## src/hdl/gpc_pkg.sv

```systemverilog
// Shared constants of the pad control block
package gpc_pkg;

    // Pads per group and number of pad groups (A, B, C)
    localparam int GPC_PAD_W = 8;
    localparam int GPC_GROUPS = 3;

    // Register bus widths
    localparam int GPC_ADDR_W = 8;
    localparam int GPC_DATA_W = 32;

    // Group base addresses; each group owns a 32-byte window
    localparam logic [7:0] GPC_GRP_A_BASE = 8'h00;
    localparam logic [7:0] GPC_GRP_B_BASE = 8'h20;
    localparam logic [7:0] GPC_GRP_C_BASE = 8'h40;
    localparam logic [7:0] GPC_IRQ_BASE = 8'h60;

    // Register offsets inside a pad group window
    localparam logic [4:0] GPC_DIR_OFS = 5'h00;
    localparam logic [4:0] GPC_ROUTE_OFS = 5'h04;
    localparam logic [4:0] GPC_DRIVE_OFS = 5'h08;
    localparam logic [4:0] GPC_CHG_EN_OFS = 5'h0c;
    localparam logic [4:0] GPC_READBACK_OFS = 5'h10;
    localparam logic [4:0] GPC_ANALOG_OFS = 5'h14;

    // Register offsets inside the interrupt window
    localparam logic [4:0] GPC_IRQ_STS_OFS = 5'h00;
    localparam logic [4:0] GPC_IRQ_EN_OFS = 5'h04;
    localparam logic [4:0] GPC_IRQ_CLR_OFS = 5'h08;

    // Reset value of every control and configuration register
    localparam logic [7:0] GPC_RST_VAL = 8'h00;

endpackage

```

## src/hdl/gpc_pad_ctrl.sv

```systemverilog
// Implementation choices: the placing of the registers and the address-and-strobe port.
`timescale 1ns/1ps
// Operation
// - Direction bit 1 output, 0 input
// - Route bit picks peripheral or software drive
// - Software mode drives the drive value bit
// - Input mode: drive bit selects pull-up
// - Group A analog disable blocks digital input
// - Pad level change can raise interrupt
// - Change interrupt only when its enable set
// - Readback bit shows current pad level
// - Readback read clears pending change interrupt only while a change enable of the group is set
// - Reset returns all registers to defaults
module gpc_pad_ctrl
    import gpc_pkg::*;
#(
    parameter int PAD_W = GPC_PAD_W
)
(
    // Clock and reset
    input wire logic i_core_clk,
    input wire logic i_rstn,
    // Register port
    input wire logic [GPC_ADDR_W-1:0] i_addr,
    input wire logic [GPC_DATA_W-1:0] i_wdata,
    input wire logic i_wr,
    input wire logic i_rd,
    output logic [GPC_DATA_W-1:0] o_rdata,
    // Pads, group A in the low bits, then B, then C
    input wire logic [3*PAD_W-1:0] i_pad_in,
    output logic [3*PAD_W-1:0] o_pad_out,
    output logic [3*PAD_W-1:0] o_pad_oe,
    output logic [3*PAD_W-1:0] o_pad_pullup,
    output logic [PAD_W-1:0] o_pad_a_input_en,
    // Peripheral outputs offered to the pads
    input wire logic [3*PAD_W-1:0] i_periph_out,
    // Level interrupt
    output logic o_irq
);

    // Configuration registers, one word per group; the analog disable word is for group A only
    logic [PAD_W-1:0] dir_reg [GPC_GROUPS];
    logic [PAD_W-1:0] route_reg [GPC_GROUPS];
    logic [PAD_W-1:0] drive_reg [GPC_GROUPS];
    logic [PAD_W-1:0] chg_en_reg [GPC_GROUPS];
    logic [PAD_W-1:0] analog_reg;
    // Interrupt status and enable, one bit per group
    logic [GPC_GROUPS-1:0] sts_reg;
    logic [GPC_GROUPS-1:0] sts_next;
    logic [GPC_GROUPS-1:0] irq_en_reg;
    // Read data register
    logic [GPC_DATA_W-1:0] rdata_reg;
    logic [GPC_DATA_W-1:0] rdata_next;

    // Synchronised pads and per group results
    wire [3*PAD_W-1:0] pad_sync;
    wire [3*PAD_W-1:0] level;
    wire [3*PAD_W-1:0] change;
    wire [GPC_GROUPS-1:0] grp_evt;
    wire [GPC_GROUPS-1:0] rb_clr;
    wire [GPC_GROUPS-1:0] sw_clr;

    // Address split: window select and offset inside it
    wire [2:0] win = i_addr[7:5];
    wire [4:0] ofs = i_addr[4:0];
    wire irq_win = (win == GPC_IRQ_BASE[7:5]);
    wire wr_irq_en = i_wr && irq_win && (ofs == GPC_IRQ_EN_OFS);
    wire wr_irq_clr = i_wr && irq_win && (ofs == GPC_IRQ_CLR_OFS);

    // Window base of group g
    function automatic logic [2:0] grp_win(input int g);
        logic [7:0] base;
        base = GPC_GRP_A_BASE;
        if (g == 1)
            base = GPC_GRP_B_BASE;
        else if (g == 2)
            base = GPC_GRP_C_BASE;
        return base[7:5];
    endfunction

    // Strobe hit on one register of group g
    function automatic logic grp_hit(input int g, input logic [4:0] o);
        return (win == grp_win(g)) && (ofs == o);
    endfunction

    // Pads cross into the core clock before anything reads them
    gpc_sync #(
        .WIDTH(3*PAD_W)
    ) u_sync (
        .i_core_clk(i_core_clk),
        .i_rstn(i_rstn),
        .i_async(i_pad_in),
        .o_sync(pad_sync)
    );

    // One pad group instance per group, registers written per group
    for (genvar g = 0; g < GPC_GROUPS; g++)
    begin : g_grp
        wire [PAD_W-1:0] in_dis;
        // Only group A has an analog input disable
        assign in_dis = (g == 0) ? analog_reg : '0;

        gpc_pad_group #(
            .PAD_W(PAD_W)
        ) u_grp (
            .i_core_clk(i_core_clk),
            .i_rstn(i_rstn),
            .i_pad_sync(pad_sync[g*PAD_W +: PAD_W]),
            .i_dir(dir_reg[g]),
            .i_route(route_reg[g]),
            .i_drive(drive_reg[g]),
            .i_in_dis(in_dis),
            .i_periph(i_periph_out[g*PAD_W +: PAD_W]),
            .o_pad_out(o_pad_out[g*PAD_W +: PAD_W]),
            .o_pad_oe(o_pad_oe[g*PAD_W +: PAD_W]),
            .o_pullup(o_pad_pullup[g*PAD_W +: PAD_W]),
            .o_level(level[g*PAD_W +: PAD_W]),
            .o_change(change[g*PAD_W +: PAD_W])
        );

        // Only enabled pads may flag a change
        assign grp_evt[g] = |(change[g*PAD_W +: PAD_W] & chg_en_reg[g]);
        // Readback read drops the pending flag when changes are enabled
        assign rb_clr[g] = i_rd && grp_hit(g, GPC_READBACK_OFS)
            && (|chg_en_reg[g]);
        assign sw_clr[g] = wr_irq_clr && i_wdata[g];

        // Group configuration; every register returns to default
        always_ff @(posedge i_core_clk)
        begin
            if (!i_rstn)
            begin
                dir_reg[g] <= PAD_W'(GPC_RST_VAL);
                route_reg[g] <= PAD_W'(GPC_RST_VAL);
                drive_reg[g] <= PAD_W'(GPC_RST_VAL);
                chg_en_reg[g] <= PAD_W'(GPC_RST_VAL);
            end
            else if (i_wr)
            begin
                if (grp_hit(g, GPC_DIR_OFS))
                    dir_reg[g] <= i_wdata[PAD_W-1:0];
                if (grp_hit(g, GPC_ROUTE_OFS))
                    route_reg[g] <= i_wdata[PAD_W-1:0];
                if (grp_hit(g, GPC_DRIVE_OFS))
                    drive_reg[g] <= i_wdata[PAD_W-1:0];
                if (grp_hit(g, GPC_CHG_EN_OFS))
                    chg_en_reg[g] <= i_wdata[PAD_W-1:0];
            end
        end
    end

    // Group A input enable seen by the pad cells
    assign o_pad_a_input_en = ~analog_reg;

    // Analog disable register of group A
    always_ff @(posedge i_core_clk)
    begin
        if (!i_rstn)
            analog_reg <= PAD_W'(GPC_RST_VAL);
        else if (i_wr && grp_hit(0, GPC_ANALOG_OFS))
            analog_reg <= i_wdata[PAD_W-1:0];
    end

    // Sticky status: a new event beats any clear in the same cycle
    assign sts_next = (sts_reg & ~(rb_clr | sw_clr)) | grp_evt;

    // Status and interrupt enable
    always_ff @(posedge i_core_clk)
    begin
        if (!i_rstn)
        begin
            sts_reg <= '0;
            irq_en_reg <= '0;
        end
        else
        begin
            sts_reg <= sts_next;
            if (wr_irq_en)
                irq_en_reg <= i_wdata[GPC_GROUPS-1:0];
        end
    end

    // Interrupt is a level while an enabled flag stands
    assign o_irq = |(sts_reg & irq_en_reg);

    // Read mux; unmapped and write-only registers read as zero
    always_comb
    begin
        rdata_next = '0;
        for (int g = 0; g < GPC_GROUPS; g++)
        begin
            if (grp_hit(g, GPC_DIR_OFS))
                rdata_next[PAD_W-1:0] = dir_reg[g];
            else if (grp_hit(g, GPC_ROUTE_OFS))
                rdata_next[PAD_W-1:0] = route_reg[g];
            else if (grp_hit(g, GPC_DRIVE_OFS))
                rdata_next[PAD_W-1:0] = drive_reg[g];
            else if (grp_hit(g, GPC_CHG_EN_OFS))
                rdata_next[PAD_W-1:0] = chg_en_reg[g];
            else if (grp_hit(g, GPC_READBACK_OFS))
                rdata_next[PAD_W-1:0] = level[g*PAD_W +: PAD_W];
        end
        if (grp_hit(0, GPC_ANALOG_OFS))
            rdata_next[PAD_W-1:0] = analog_reg;
        if (irq_win && (ofs == GPC_IRQ_STS_OFS))
            rdata_next[GPC_GROUPS-1:0] = sts_reg;
        if (irq_win && (ofs == GPC_IRQ_EN_OFS))
            rdata_next[GPC_GROUPS-1:0] = irq_en_reg;
    end

    // Read data stand only in the cycle after the read strobe
    always_ff @(posedge i_core_clk)
    begin
        if (!i_rstn)
            rdata_reg <= '0;
        else if (i_rd)
            rdata_reg <= rdata_next;
        else
            rdata_reg <= '0;
    end

    assign o_rdata = rdata_reg;

    // Group A offsets used by the checks
    wire hit_dir_a = grp_hit(0, GPC_DIR_OFS);
    wire hit_rb_a = grp_hit(0, GPC_READBACK_OFS);
endmodule

```

## src/hdl/gpc_pad_group.sv

```systemverilog
`timescale 1ns/1ps
// Output path, pull-up select and level change detection of one pad group
module gpc_pad_group
    import gpc_pkg::*;
#(
    parameter int PAD_W = GPC_PAD_W
)
(
    // Clock and reset
    input wire logic i_core_clk,
    input wire logic i_rstn,
    // Synchronised pad levels
    input wire logic [PAD_W-1:0] i_pad_sync,
    // Configuration from the register file
    input wire logic [PAD_W-1:0] i_dir,
    input wire logic [PAD_W-1:0] i_route,
    input wire logic [PAD_W-1:0] i_drive,
    input wire logic [PAD_W-1:0] i_in_dis,
    // Peripheral output levels
    input wire logic [PAD_W-1:0] i_periph,
    // Pad controls
    output logic [PAD_W-1:0] o_pad_out,
    output logic [PAD_W-1:0] o_pad_oe,
    output logic [PAD_W-1:0] o_pullup,
    // Sampled levels and change pulses
    output logic [PAD_W-1:0] o_level,
    output logic [PAD_W-1:0] o_change
);

    logic [PAD_W-1:0] out_reg;
    logic [PAD_W-1:0] oe_reg;
    logic [PAD_W-1:0] pu_reg;
    logic [PAD_W-1:0] lvl_reg;
    logic [PAD_W-1:0] prev_reg;
    // Selected drive value and gated input
    wire [PAD_W-1:0] out_next;
    wire [PAD_W-1:0] pu_next;
    wire [PAD_W-1:0] lvl_next;

    // Peripheral or software value per pad
    assign out_next = (i_route & i_periph) | (~i_route & i_drive);
    // Drive bit doubles as pull-up select while input
    assign pu_next = ~i_dir & i_drive;
    // Disabled input path reads as low and never toggles
    assign lvl_next = i_pad_sync & ~i_in_dis;

    // Registered pad controls and level samples
    always_ff @(posedge i_core_clk)
    begin
        if (!i_rstn)
        begin
            out_reg <= '0;
            oe_reg <= '0;
            pu_reg <= '0;
            lvl_reg <= '0;
            prev_reg <= '0;
        end
        else
        begin
            out_reg <= out_next;
            oe_reg <= i_dir;
            pu_reg <= pu_next;
            lvl_reg <= lvl_next;
            prev_reg <= lvl_reg;
        end
    end

    assign o_pad_out = out_reg;
    assign o_pad_oe = oe_reg;
    assign o_pullup = pu_reg;
    assign o_level = lvl_reg;
    // Current sample against the one of the previous cycle
    assign o_change = lvl_reg ^ prev_reg;

endmodule

```

## src/hdl/gpc_sync.sv

```systemverilog
`timescale 1ns/1ps
// Two-stage synchroniser for asynchronous pad levels
module gpc_sync
    import gpc_pkg::*;
#(
    parameter int WIDTH = 8
)
(
    // Clock and reset
    input wire logic i_core_clk,
    input wire logic i_rstn,
    // Asynchronous levels in, synchronised levels out
    input wire logic [WIDTH-1:0] i_async,
    output logic [WIDTH-1:0] o_sync
);

    // First stage is read only by the second stage
    logic [WIDTH-1:0] meta_reg;
    logic [WIDTH-1:0] sync_reg;

    // Both stages clear on reset
    always_ff @(posedge i_core_clk)
    begin
        if (!i_rstn)
        begin
            meta_reg <= '0;
            sync_reg <= '0;
        end
        else
        begin
            meta_reg <= i_async;
            sync_reg <= meta_reg;
        end
    end

    assign o_sync = sync_reg;

endmodule

```

## config.mk

```make
export PLATFORM = sky130hd
export DESIGN_NAME = gpc_pad_ctrl
export DESIGN_NICKNAME = d
export VERILOG_FILES = /design/src/hdl/gpc_pkg.sv /design/src/hdl/gpc_pad_ctrl.sv /design/src/hdl/gpc_pad_group.sv /design/src/hdl/gpc_sync.sv
export SDC_FILE = /design/constraint.sdc
export NUM_CORES = 1
export LEC_CHECK = 0
export BUFFER_PORTS_ARGS = -buffer_cell sky130_fd_sc_hd__buf_2
export CORE_MARGIN = 2
export CORE_UTILIZATION = 50
export CTS_CLUSTER_DIAMETER = 60
export DETAILED_ROUTE_END_ITERATION = 16
export GPL_ROUTABILITY_DRIVEN = 0
export PLACE_DENSITY = 0.81
export SYNTH_ARGS = -nofsm -noshare
export SYNTH_HDL_FRONTEND = slang
export SYNTH_HIERARCHICAL = 1
export SYNTH_SLANG_ARGS = --single-unit
```

## constraint.sdc

```tcl
create_clock -name i_core_clk -period 2.3 [get_ports i_core_clk]
set_input_delay 0.23 -clock i_core_clk [delete_from_list [all_inputs] [get_ports i_core_clk]]
set_output_delay 0.23 -clock i_core_clk [all_outputs]
set_load 0.01 [all_outputs]
```

[Word level (Yosys, flattened, before mapping)]
Memory sizes are Yosys's and may differ from the RTL's.
Index checks and enable logic that the tools add are counted.
W data, S select, Z words.
Word-level totals
  register bits: 214
  bits in writable memories: 96
  bits of input ports: 92
  memories kept: 4
Operators by class
  equality and inequality tests: 18
  muxes and demuxes: 103
  bitwise logic cells: 43
  reduce and logical (&&, ||, !) cells: 51
Memory list
  chg_en_reg: depth 3, bits a word 8, rd ports 3, clocked after memory_dff 0, wr ports 3, RTL line gpc_pad_ctrl.sv:45  | logic [PAD_W-1:0] chg_en_reg [GPC_GROUPS];
  dir_reg: depth 3, bits a word 8, rd ports 3, clocked after memory_dff 0, wr ports 3, RTL line gpc_pad_ctrl.sv:42  | logic [PAD_W-1:0] dir_reg [GPC_GROUPS];
  drive_reg: depth 3, bits a word 8, rd ports 3, clocked after memory_dff 0, wr ports 3, RTL line gpc_pad_ctrl.sv:44  | logic [PAD_W-1:0] drive_reg [GPC_GROUPS];
  route_reg: depth 3, bits a word 8, rd ports 3, clocked after memory_dff 0, wr ports 3, RTL line gpc_pad_ctrl.sv:43  | logic [PAD_W-1:0] route_reg [GPC_GROUPS];
Operator list (number)
  $mux W8: 52
  $and A8 B8 Y8: 13
  $not A8 Y8: 7
  $mux W1: 49
  $reduce_or A8 Y1: 6
  $logic_and A1 B1 Y1: 41
  $eq A3 B3 Y1: 10
  $or A8 B8 Y8: 3
  $xor A8 B8 Y8: 3
  $or A1 B1 Y1: 12
  $eq A5 B4 Y1 const B: 2
  $eq A5 B5 Y1 const B: 2
  $and A3 B3 Y3: 2
  $eq A3 B2 Y1 const B: 2
  $mux W3: 2
  $or A3 B3 Y3: 2
  $eq A5 B3 Y1 const B: 1
  $logic_not A5 Y1: 1
  $eq A3 B1 Y1 const B: 1
  $logic_not A3 Y1: 1
  $not A3 Y3: 1
  $reduce_or A3 Y1: 1
  $reduce_and A2 Y1: 1

[Depth between registers and ports, before layout]
Gate-level depths: netlist (run 1).
  word-level depth: 33
  mapped depth: 10
  depth with buffers taken out: 6

[By module]
The synthesis (run 1) kept the hierarchy.
Modules (own cells, without submodules)
  gpc_pad_ctrl: times used 1, cells each 635, area each 6540.0 um^2
  gpc_pad_group: times used 3, cells each 100, area each 1261.2 um^2
  gpc_sync: times used 1, cells each 101, area each 1331.3 um^2

[Worst setup path after synthesis (run 1)]
OpenSTA, ideal clock, no wires.
  kind: input -> register
  from: input i_addr[1]
  to: memory drive_reg[0][0] (netlist name), enable pin
  library setup time: 0.384 ns
  data arrival time: 1.908 ns
  required time: 1.916 ns
  path slack: 0.008 ns
  stages on the path: 6
  path buffers: 2
  cells stage by stage: buf_6 or4_1 buf_6 nor2_8 nand2_1 o21ai_0
RTL lines
  start: declaration: RTL line gpc_pad_ctrl.sv:24  | input wire logic [GPC_ADDR_W-1:0] i_addr,
  end: declaration: RTL line gpc_pad_ctrl.sv:44

==> results.yml, run 1 <==
yosys:
  synth_ff_type: "dfxtp_1"
  synth_cells: 1036
  synthArstFlopShare: 0
  syn_avg_cell_area_um2: 11.2
  ys_seq_area_frac: 0.574
  ys_ff_latch: 286
  synth_cell_types: 73
  synth_area_mm2: 0.0117
  ys_warn_count: 6
  synth_edf_count: 96
detailed_routing:
  drt_iter0_drc: 1171
  wl_um: 31700
  firstDrtPassIters: 6
  vias_per_cell: 5.57
  vias: 9031
  drtAntennaViolNets: 0
  wl_per_cell_um: 19.6
  drcViolationCount: 0
global_route:
  grt_antenna_before_repair: 1
  overflow: 0
  grt_max_degree: 117
  first_global_vias: 8586
  grt_first_pass_wirelength_um: 47600
  grtUsageTotal: 0.252
timing:
  timing.slew.headroom: 0.626
  period_share: 0.862
  finalHoldViolCount: 0
  worst_pin_slew_ns: 0.561
  slew_viol_final: 0
  final.setup.worst_slack_ns: 0.318
  rsz0062_at_grt: "false"
  fin_setup_tns_ns: 0
  setup_viol: 0
  hold-worst-slack_ns: 0.0253
  fin_skew_ns: 0.0235
  fmax_ghz: 0.505
  period_minus_slack_ns: 1.98
pwr:
  leakagePower_nw: 6.17
  ir_drop_v: 0.000508
  power.density_mw_per_mm2: 768
  power.total_mw: 11.1
layout:
  fillers: 1780
  area.growth.synth_to_final_pct: 23.5
  finalNonFillerCells: 1620
  layout_common_cells: "190 x dfxtp_1, 174 x and2_1, 155 x buf_2, 96 x edfxtp_1, 56 x buf_4"
  multi_input_comb_area_mm2: 0.00458
  regArea_mm2: 0.00669
  finalNetCount: 1374
  layout_commonest_cell: "dfxtp_1"
  drive_gt1_frac: 0.233
run_status:
  status: "finished, final reports clean"
clock_tree:
  tritoncts: "built"
  cts_buffer_depth: 3
  cts.clk_slew.worst_paths_ns: 0.06
  cts.sinks: 286
  clk_latency_ns: 0.56
  numCtsBuffers: 30
  root_buffer: "clkbuf_16"
  post_cts_buffers: 0
  htreeDepth: 1
worst_setup_path:
  crit_start: "chg_en_reg[2][2]$_SDFFCE_PN0P_"
  reg2reg_from: "chg_en_reg[2][2]$_SDFFCE_PN0P_"
  path_cells: "and3b_1 -> o21a_1 -> o31ai_1 -> o2111ai_1 -> a21o_1 -> a221oi_2"
  slowest_delay_ns: 0.43
  r2r_setup_slack_ns: 0.32
  critPathLaunchType: "flop"
  arrival_ns: 2.45
  crit_path_end_kind: "flop"
  worst-path-max-fanout: 3
  crit_required_ns: 2.77
  reg2regPathDepth: 6
  worstReg2RegEnd: "o_rdata[2]$_SDFF_PN0_"
  path_class: "flop to flop"
  critPathSlowestCell: "o31ai_1"
die:
  die_x_um: 157
  rows: 55
  initial_core_util: 0.512
  die-area_mm2: 0.0245
  fp.dieH_um: 157
  ios: 205
  core_area_mm2: 0.0228
worst_hold_path:
  hold_end: "g_grp[1].u_grp/o_pad_out[0]$_SDFF_PN0_"
  min_path_type: "primary input to flop"
  hold_depth: 3
  hp-start: "i_periph_out[8]"
placed_design:
  place_worst_setup_slack_ns: 0.0963
  io_buffers: 156
  place_hpwl_um: 21800
  place_inst: 1516
flow_run:
  drv_cap: 0
-- per-layer routing --
layer,vias to the layer above,wire length [um],share of wire,GRT usage
met2,672,14600,0.46,0.420
met1,4127,11900,0.37,0.317
li1,4083,-,-,-
met3,149,3630,0.11,0.0451
met4,0,1620,0.051,0.124
met5,-,0,0,0
-- worst max path at each step --
stage                                                to  slack, ns  depth (start not counted)
final                             o_rdata[2]$_SDFF_PN0_       0.32                          6
after global placement    drive_reg[0][0]$_SDFFCE_PN0P_       0.12                          7
after CTS                                         o_irq       0.35                          3
after detailed placement    dir_reg[0][2]$_SDFFCE_PN0P_        0.1                          6
after global routing                              o_irq       0.26                          3
after floorplan           drive_reg[0][0]$_SDFFCE_PN0P_      0.008                          6
-- layout make-up --
class | instances | share of cell area
flip-flops and latches | 286 | 0.464
diodes | 1 | 0.000174
well taps | 313 | 0.0272
inverters | 11 | 0.00287
multi-input cells | 693 | 0.318
clock buffers | 36 | 0.0566
clock inverters | 20 | 0.0122
repair buffers | 260 | 0.119
-- where the power goes --
part	total [mW]	switching (mW)	internal, mW
Clock	4.71	2.03	2.68
Sequential	5.58	0.146	5.43
Combinational	0.771	0.433	0.339
-- metrics by stage --
stage          instance area [um^2]  utilization
5_1_grt                       14400        0.632
3_3_place_gp                  12900        0.568
2_1_floorplan                 11800            -
4_1_cts                       14400        0.632
6_report                      14400        0.632
3_5_place_dp                  12900        0.568
-- cells in the mapped netlist, types with 8 or more instances --
cell	number	share of area
and2_1	174	0.093
and2_2	21	0.014
a21oi_1	35	0.015
nand2_1	47	0.015
dfxtp_1	190	0.33
buf_2	18	0.0077
nand2b_1	8	0.0043
o21ai_0	34	0.015
inv_1	10	0.0032
nand3_1	16	0.0069
o21a_1	8	0.0052
clkbuf_1	24	0.0077
nor2_1	15	0.0048
edfxtp_1	96	0.25
mux2i_1	36	0.031
nor2b_1	29	0.016
clkbuf_2	8	0.0034
nor3_1	19	0.0082
and3b_1	50	0.038
xor2_1	24	0.018
buf_4	26	0.017
a21boi_0	10	0.0064
a22oi_1	18	0.012
-- cell families (layout without fill, tap and decap cells) --
| kind of cell | after synthesis | count (layout) | share of synthesized area |
|---|---|---|---|
| buf+inv | 96 | 327 | 0.0459 |
| other cells | 1 | 41 | 0.000322 |
| flops | 286 | 286 | 0.574 |
| mux | 38 | 38 | 0.0329 |
| xor+xnor | 24 | 24 | 0.0180 |
| compound gates | 171 | 171 | 0.0992 |
| simple gates | 420 | 420 | 0.230 |
-- worst max-delay path: cells and delay by family (launching register included) --
family             cells  cell delay, ns
DFF                    1            0.42
and+or+nand+nor        1            0.21
AOI/OAI and AO/OA      5            1.25
-- what timing repair did --
item | 4_1_cts | 5_1_grt
hold endpoints to repair | 46 | 1
gates resized for setup | 0 | 0
hold buffers | 46 | 1
Power figures use the tool's default switching activity.
==> inputs of run 2 (changes only) <==
Settings changed: CORE_MARGIN 2 to not set, TNS_END_PERCENT set to 20.
==> run 2 against run 1 <==
Effect of this change: sequential power is essentially flat; sequential share of layout area shrank 0.13 points; register-to-register slack gained 0.12 ns; power grew 0.34%; critical path depth shrank 3; design area grew 0.28%; wire length shrank 2.3%; non-clock buffer count grew 4; combinational power is essentially flat; via count shrank 1.3%; global-route usage grew 0.67 points; clock skew shrank 0.0088 ns; critical endpoint is now o_irq.
==> results.yml, run 2 (same netlist as run 1, synthesis figures left out) <==
die:
  die-area_mm2: 0.0239
  die_x_um: 155
  core_area_mm2: 0.0228
  ios: 205
  rows: 55
  initial_core_util: 0.512
  fp.dieH_um: 155
pwr:
  leakagePower_nw: 6.19
  power.total_mw: 11.1
  ir_drop_v: 0.000391
  seqPwrFrac: 0.503
  power.density_mw_per_mm2: 769
  clkPwrFrac: 0.428
  p_sw_mw: 2.54
  switching_share: 0.229
  pwr-share-comb: 0.070
  p_int_mw: 8.56
worst_setup_path:
  path_class: "flop to output pin"
  arrival_ns: 1.65
  cp_top_family: "compound AO/OA/AOI/OAI gates"
  crit_required_ns: 2.07
  path_cells: "a222oi_1 -> inv_1 -> buf_2"
  critPathLaunchType: "flop"
  worst-path-max-fanout: 3
  slowest_delay_ns: 0.54
  critPathSlowestCell: "a222oi_1"
  critPathBufInv: 2
  crit_path_end_kind: "output pin"
detailed_routing:
  firstDrtPassIters: 7
  vias: 8912
  wl_per_cell_um: 19.1
  wl_um: 30900
  drt_iter0_drc: 1087
  drtAntennaViolNets: 0
  vias_per_cell: 5.50
  drcViolationCount: 0
placed_design:
  place_hpwl_um: 21400
  io_buffers: 156
global_route:
  grt_antenna_before_repair: 0
  grt_first_pass_wirelength_um: 47500
  overflow: 0
  first_global_vias: 8463
  grtUsageTotal: 0.259
  grt_max_degree: 96
timing:
  period_share: 0.816
  setup_viol: 0
  timing.slew.headroom: 0.569
  period_minus_slack_ns: 1.88
  finalHoldViolCount: 0
  fin_skew_ns: 0.0147
  slew_viol_final: 0
  rsz0062_at_grt: "false"
  fmax_ghz: 0.533
  worst_pin_slew_ns: 0.647
  fin_setup_tns_ns: 0
layout:
  area.growth.synth_to_final_pct: 23.9
  regArea_mm2: 0.00669
  multi_input_comb_area_mm2: 0.00458
  finalNetCount: 1377
  layout_common_cells: "190 x dfxtp_1, 174 x and2_1, 155 x buf_2, 96 x edfxtp_1, 60 x buf_4"
  layout_commonest_cell: "dfxtp_1"
  fillers: 1770
  drive_gt1_frac: 0.235
  n_antenna_cell: 0
worst_hold_path:
  min_path_type: "primary input to flop"
clock_tree:
  tritoncts: "built"
  cts.clk_slew.worst_paths_ns: 0.06
  root_buffer: "clkbuf_16"
  cts_resized: 0
  cts.sinks: 286
  numCtsBuffers: 29
  clk_latency_ns: 0.55
  htreeDepth: 1
  cts_buffer_depth: 3
flow_run:
  drv_cap: 0
run_status:
  status: "finished, final reports clean"
[run 2: cell count changes in the layout (fill, tap and decap cells not counted), sizes merged]
cell | before | now
clkinv | 15 | 6
bufinv | 1 | 0
clkbuf | 36 | 43
diode | 1 | 0
inv | 15 | 16
buf | 213 | 217
[run 2: worst reg2reg max path, cell delays in order, from the launching register on]
cell and delay [ns]:
edfxtp_1 0.39, and3b_1 0.19, o21a_1 0.17, o31ai_1 0.35, o2111ai_1 0.17, a21o_1 0.21, a221oi_2 0.28
[run 2: path summary, 6_finish.rpt]
path	start	endpoint	slack (ns)	cells after the start
setup / recovery	sts_reg[1]$_SDFF_PN0_	o_irq	0.42	3
hold / removal	i_periph_out[1]	g_grp[0].u_grp/o_pad_out[1]$_SDFF_PN0_	0.03	3
setup reg to reg	chg_en_reg[2][2]$_SDFFCE_PN0P_	o_rdata[2]$_SDFF_PN0_	0.44	6
hold reg to reg	u_sync/meta_reg[19]$_SDFF_PN0_	u_sync/o_sync[19]$_SDFF_PN0_	0.43	1
[run 2: repair_timing]
| item | in CTS | in global routing |
|---|---|---|
| setup buffers | 0 | 0 |
| hold endpoints to repair | 47 | 0 |
| hold buffers | 47 | 0 |
[run 2: metal layers]
| layer | vias to the layer above | share of wire | track usage |
|---|---|---|---|
| met5 | - | 0 | 0 |
| met4 | 0 | 0.051 | 0.127 |
| met3 | 115 | 0.11 | 0.0546 |
| met2 | 594 | 0.44 | 0.413 |
| met1 | 4114 | 0.39 | 0.335 |
| li1 | 4089 | - | - |
[run 2: power by group through the flow]
stage	registers (mW)	clock network (mW)	logic [mW]
detailed placement	5.68	0	0.692
global route	5.59	4.98	0.832
floorplan	5.66	0	0.413
global placement	5.68	0	0.679
finish	5.58	4.75	0.774
CTS	5.57	4.79	0.760
[run 2: final cells by class]
class | count | share of cell area
Inverter | 11 | 0.00286
Sequential cell | 286 | 0.463
Clock buffer | 43 | 0.0633
Tap cell | 313 | 0.0271
Timing Repair Buffer | 264 | 0.120
Multi-Input combinational cell | 693 | 0.317
Clock inverter | 11 | 0.00615
[run 2: per-stage QoR]
step / cell area (um^2) / util / setup WS (ns) / cells / hold slack (ns)
after floorplan: 11800 / - / 0.00821 / 1075 / 0.357
after global placement: 13000 / 0.569 / 0.0322 / 1520 / 0.419
after detailed placement: 13000 / 0.569 / 0.0271 / 1520 / 0.418
after CTS: 14400 / 0.634 / 0.424 / 1621 / 0.0249
after global routing: 14400 / 0.634 / 0.276 / 1621 / 0.0384
final: 14400 / 0.634 / 0.423 / 1621 / 0.0317
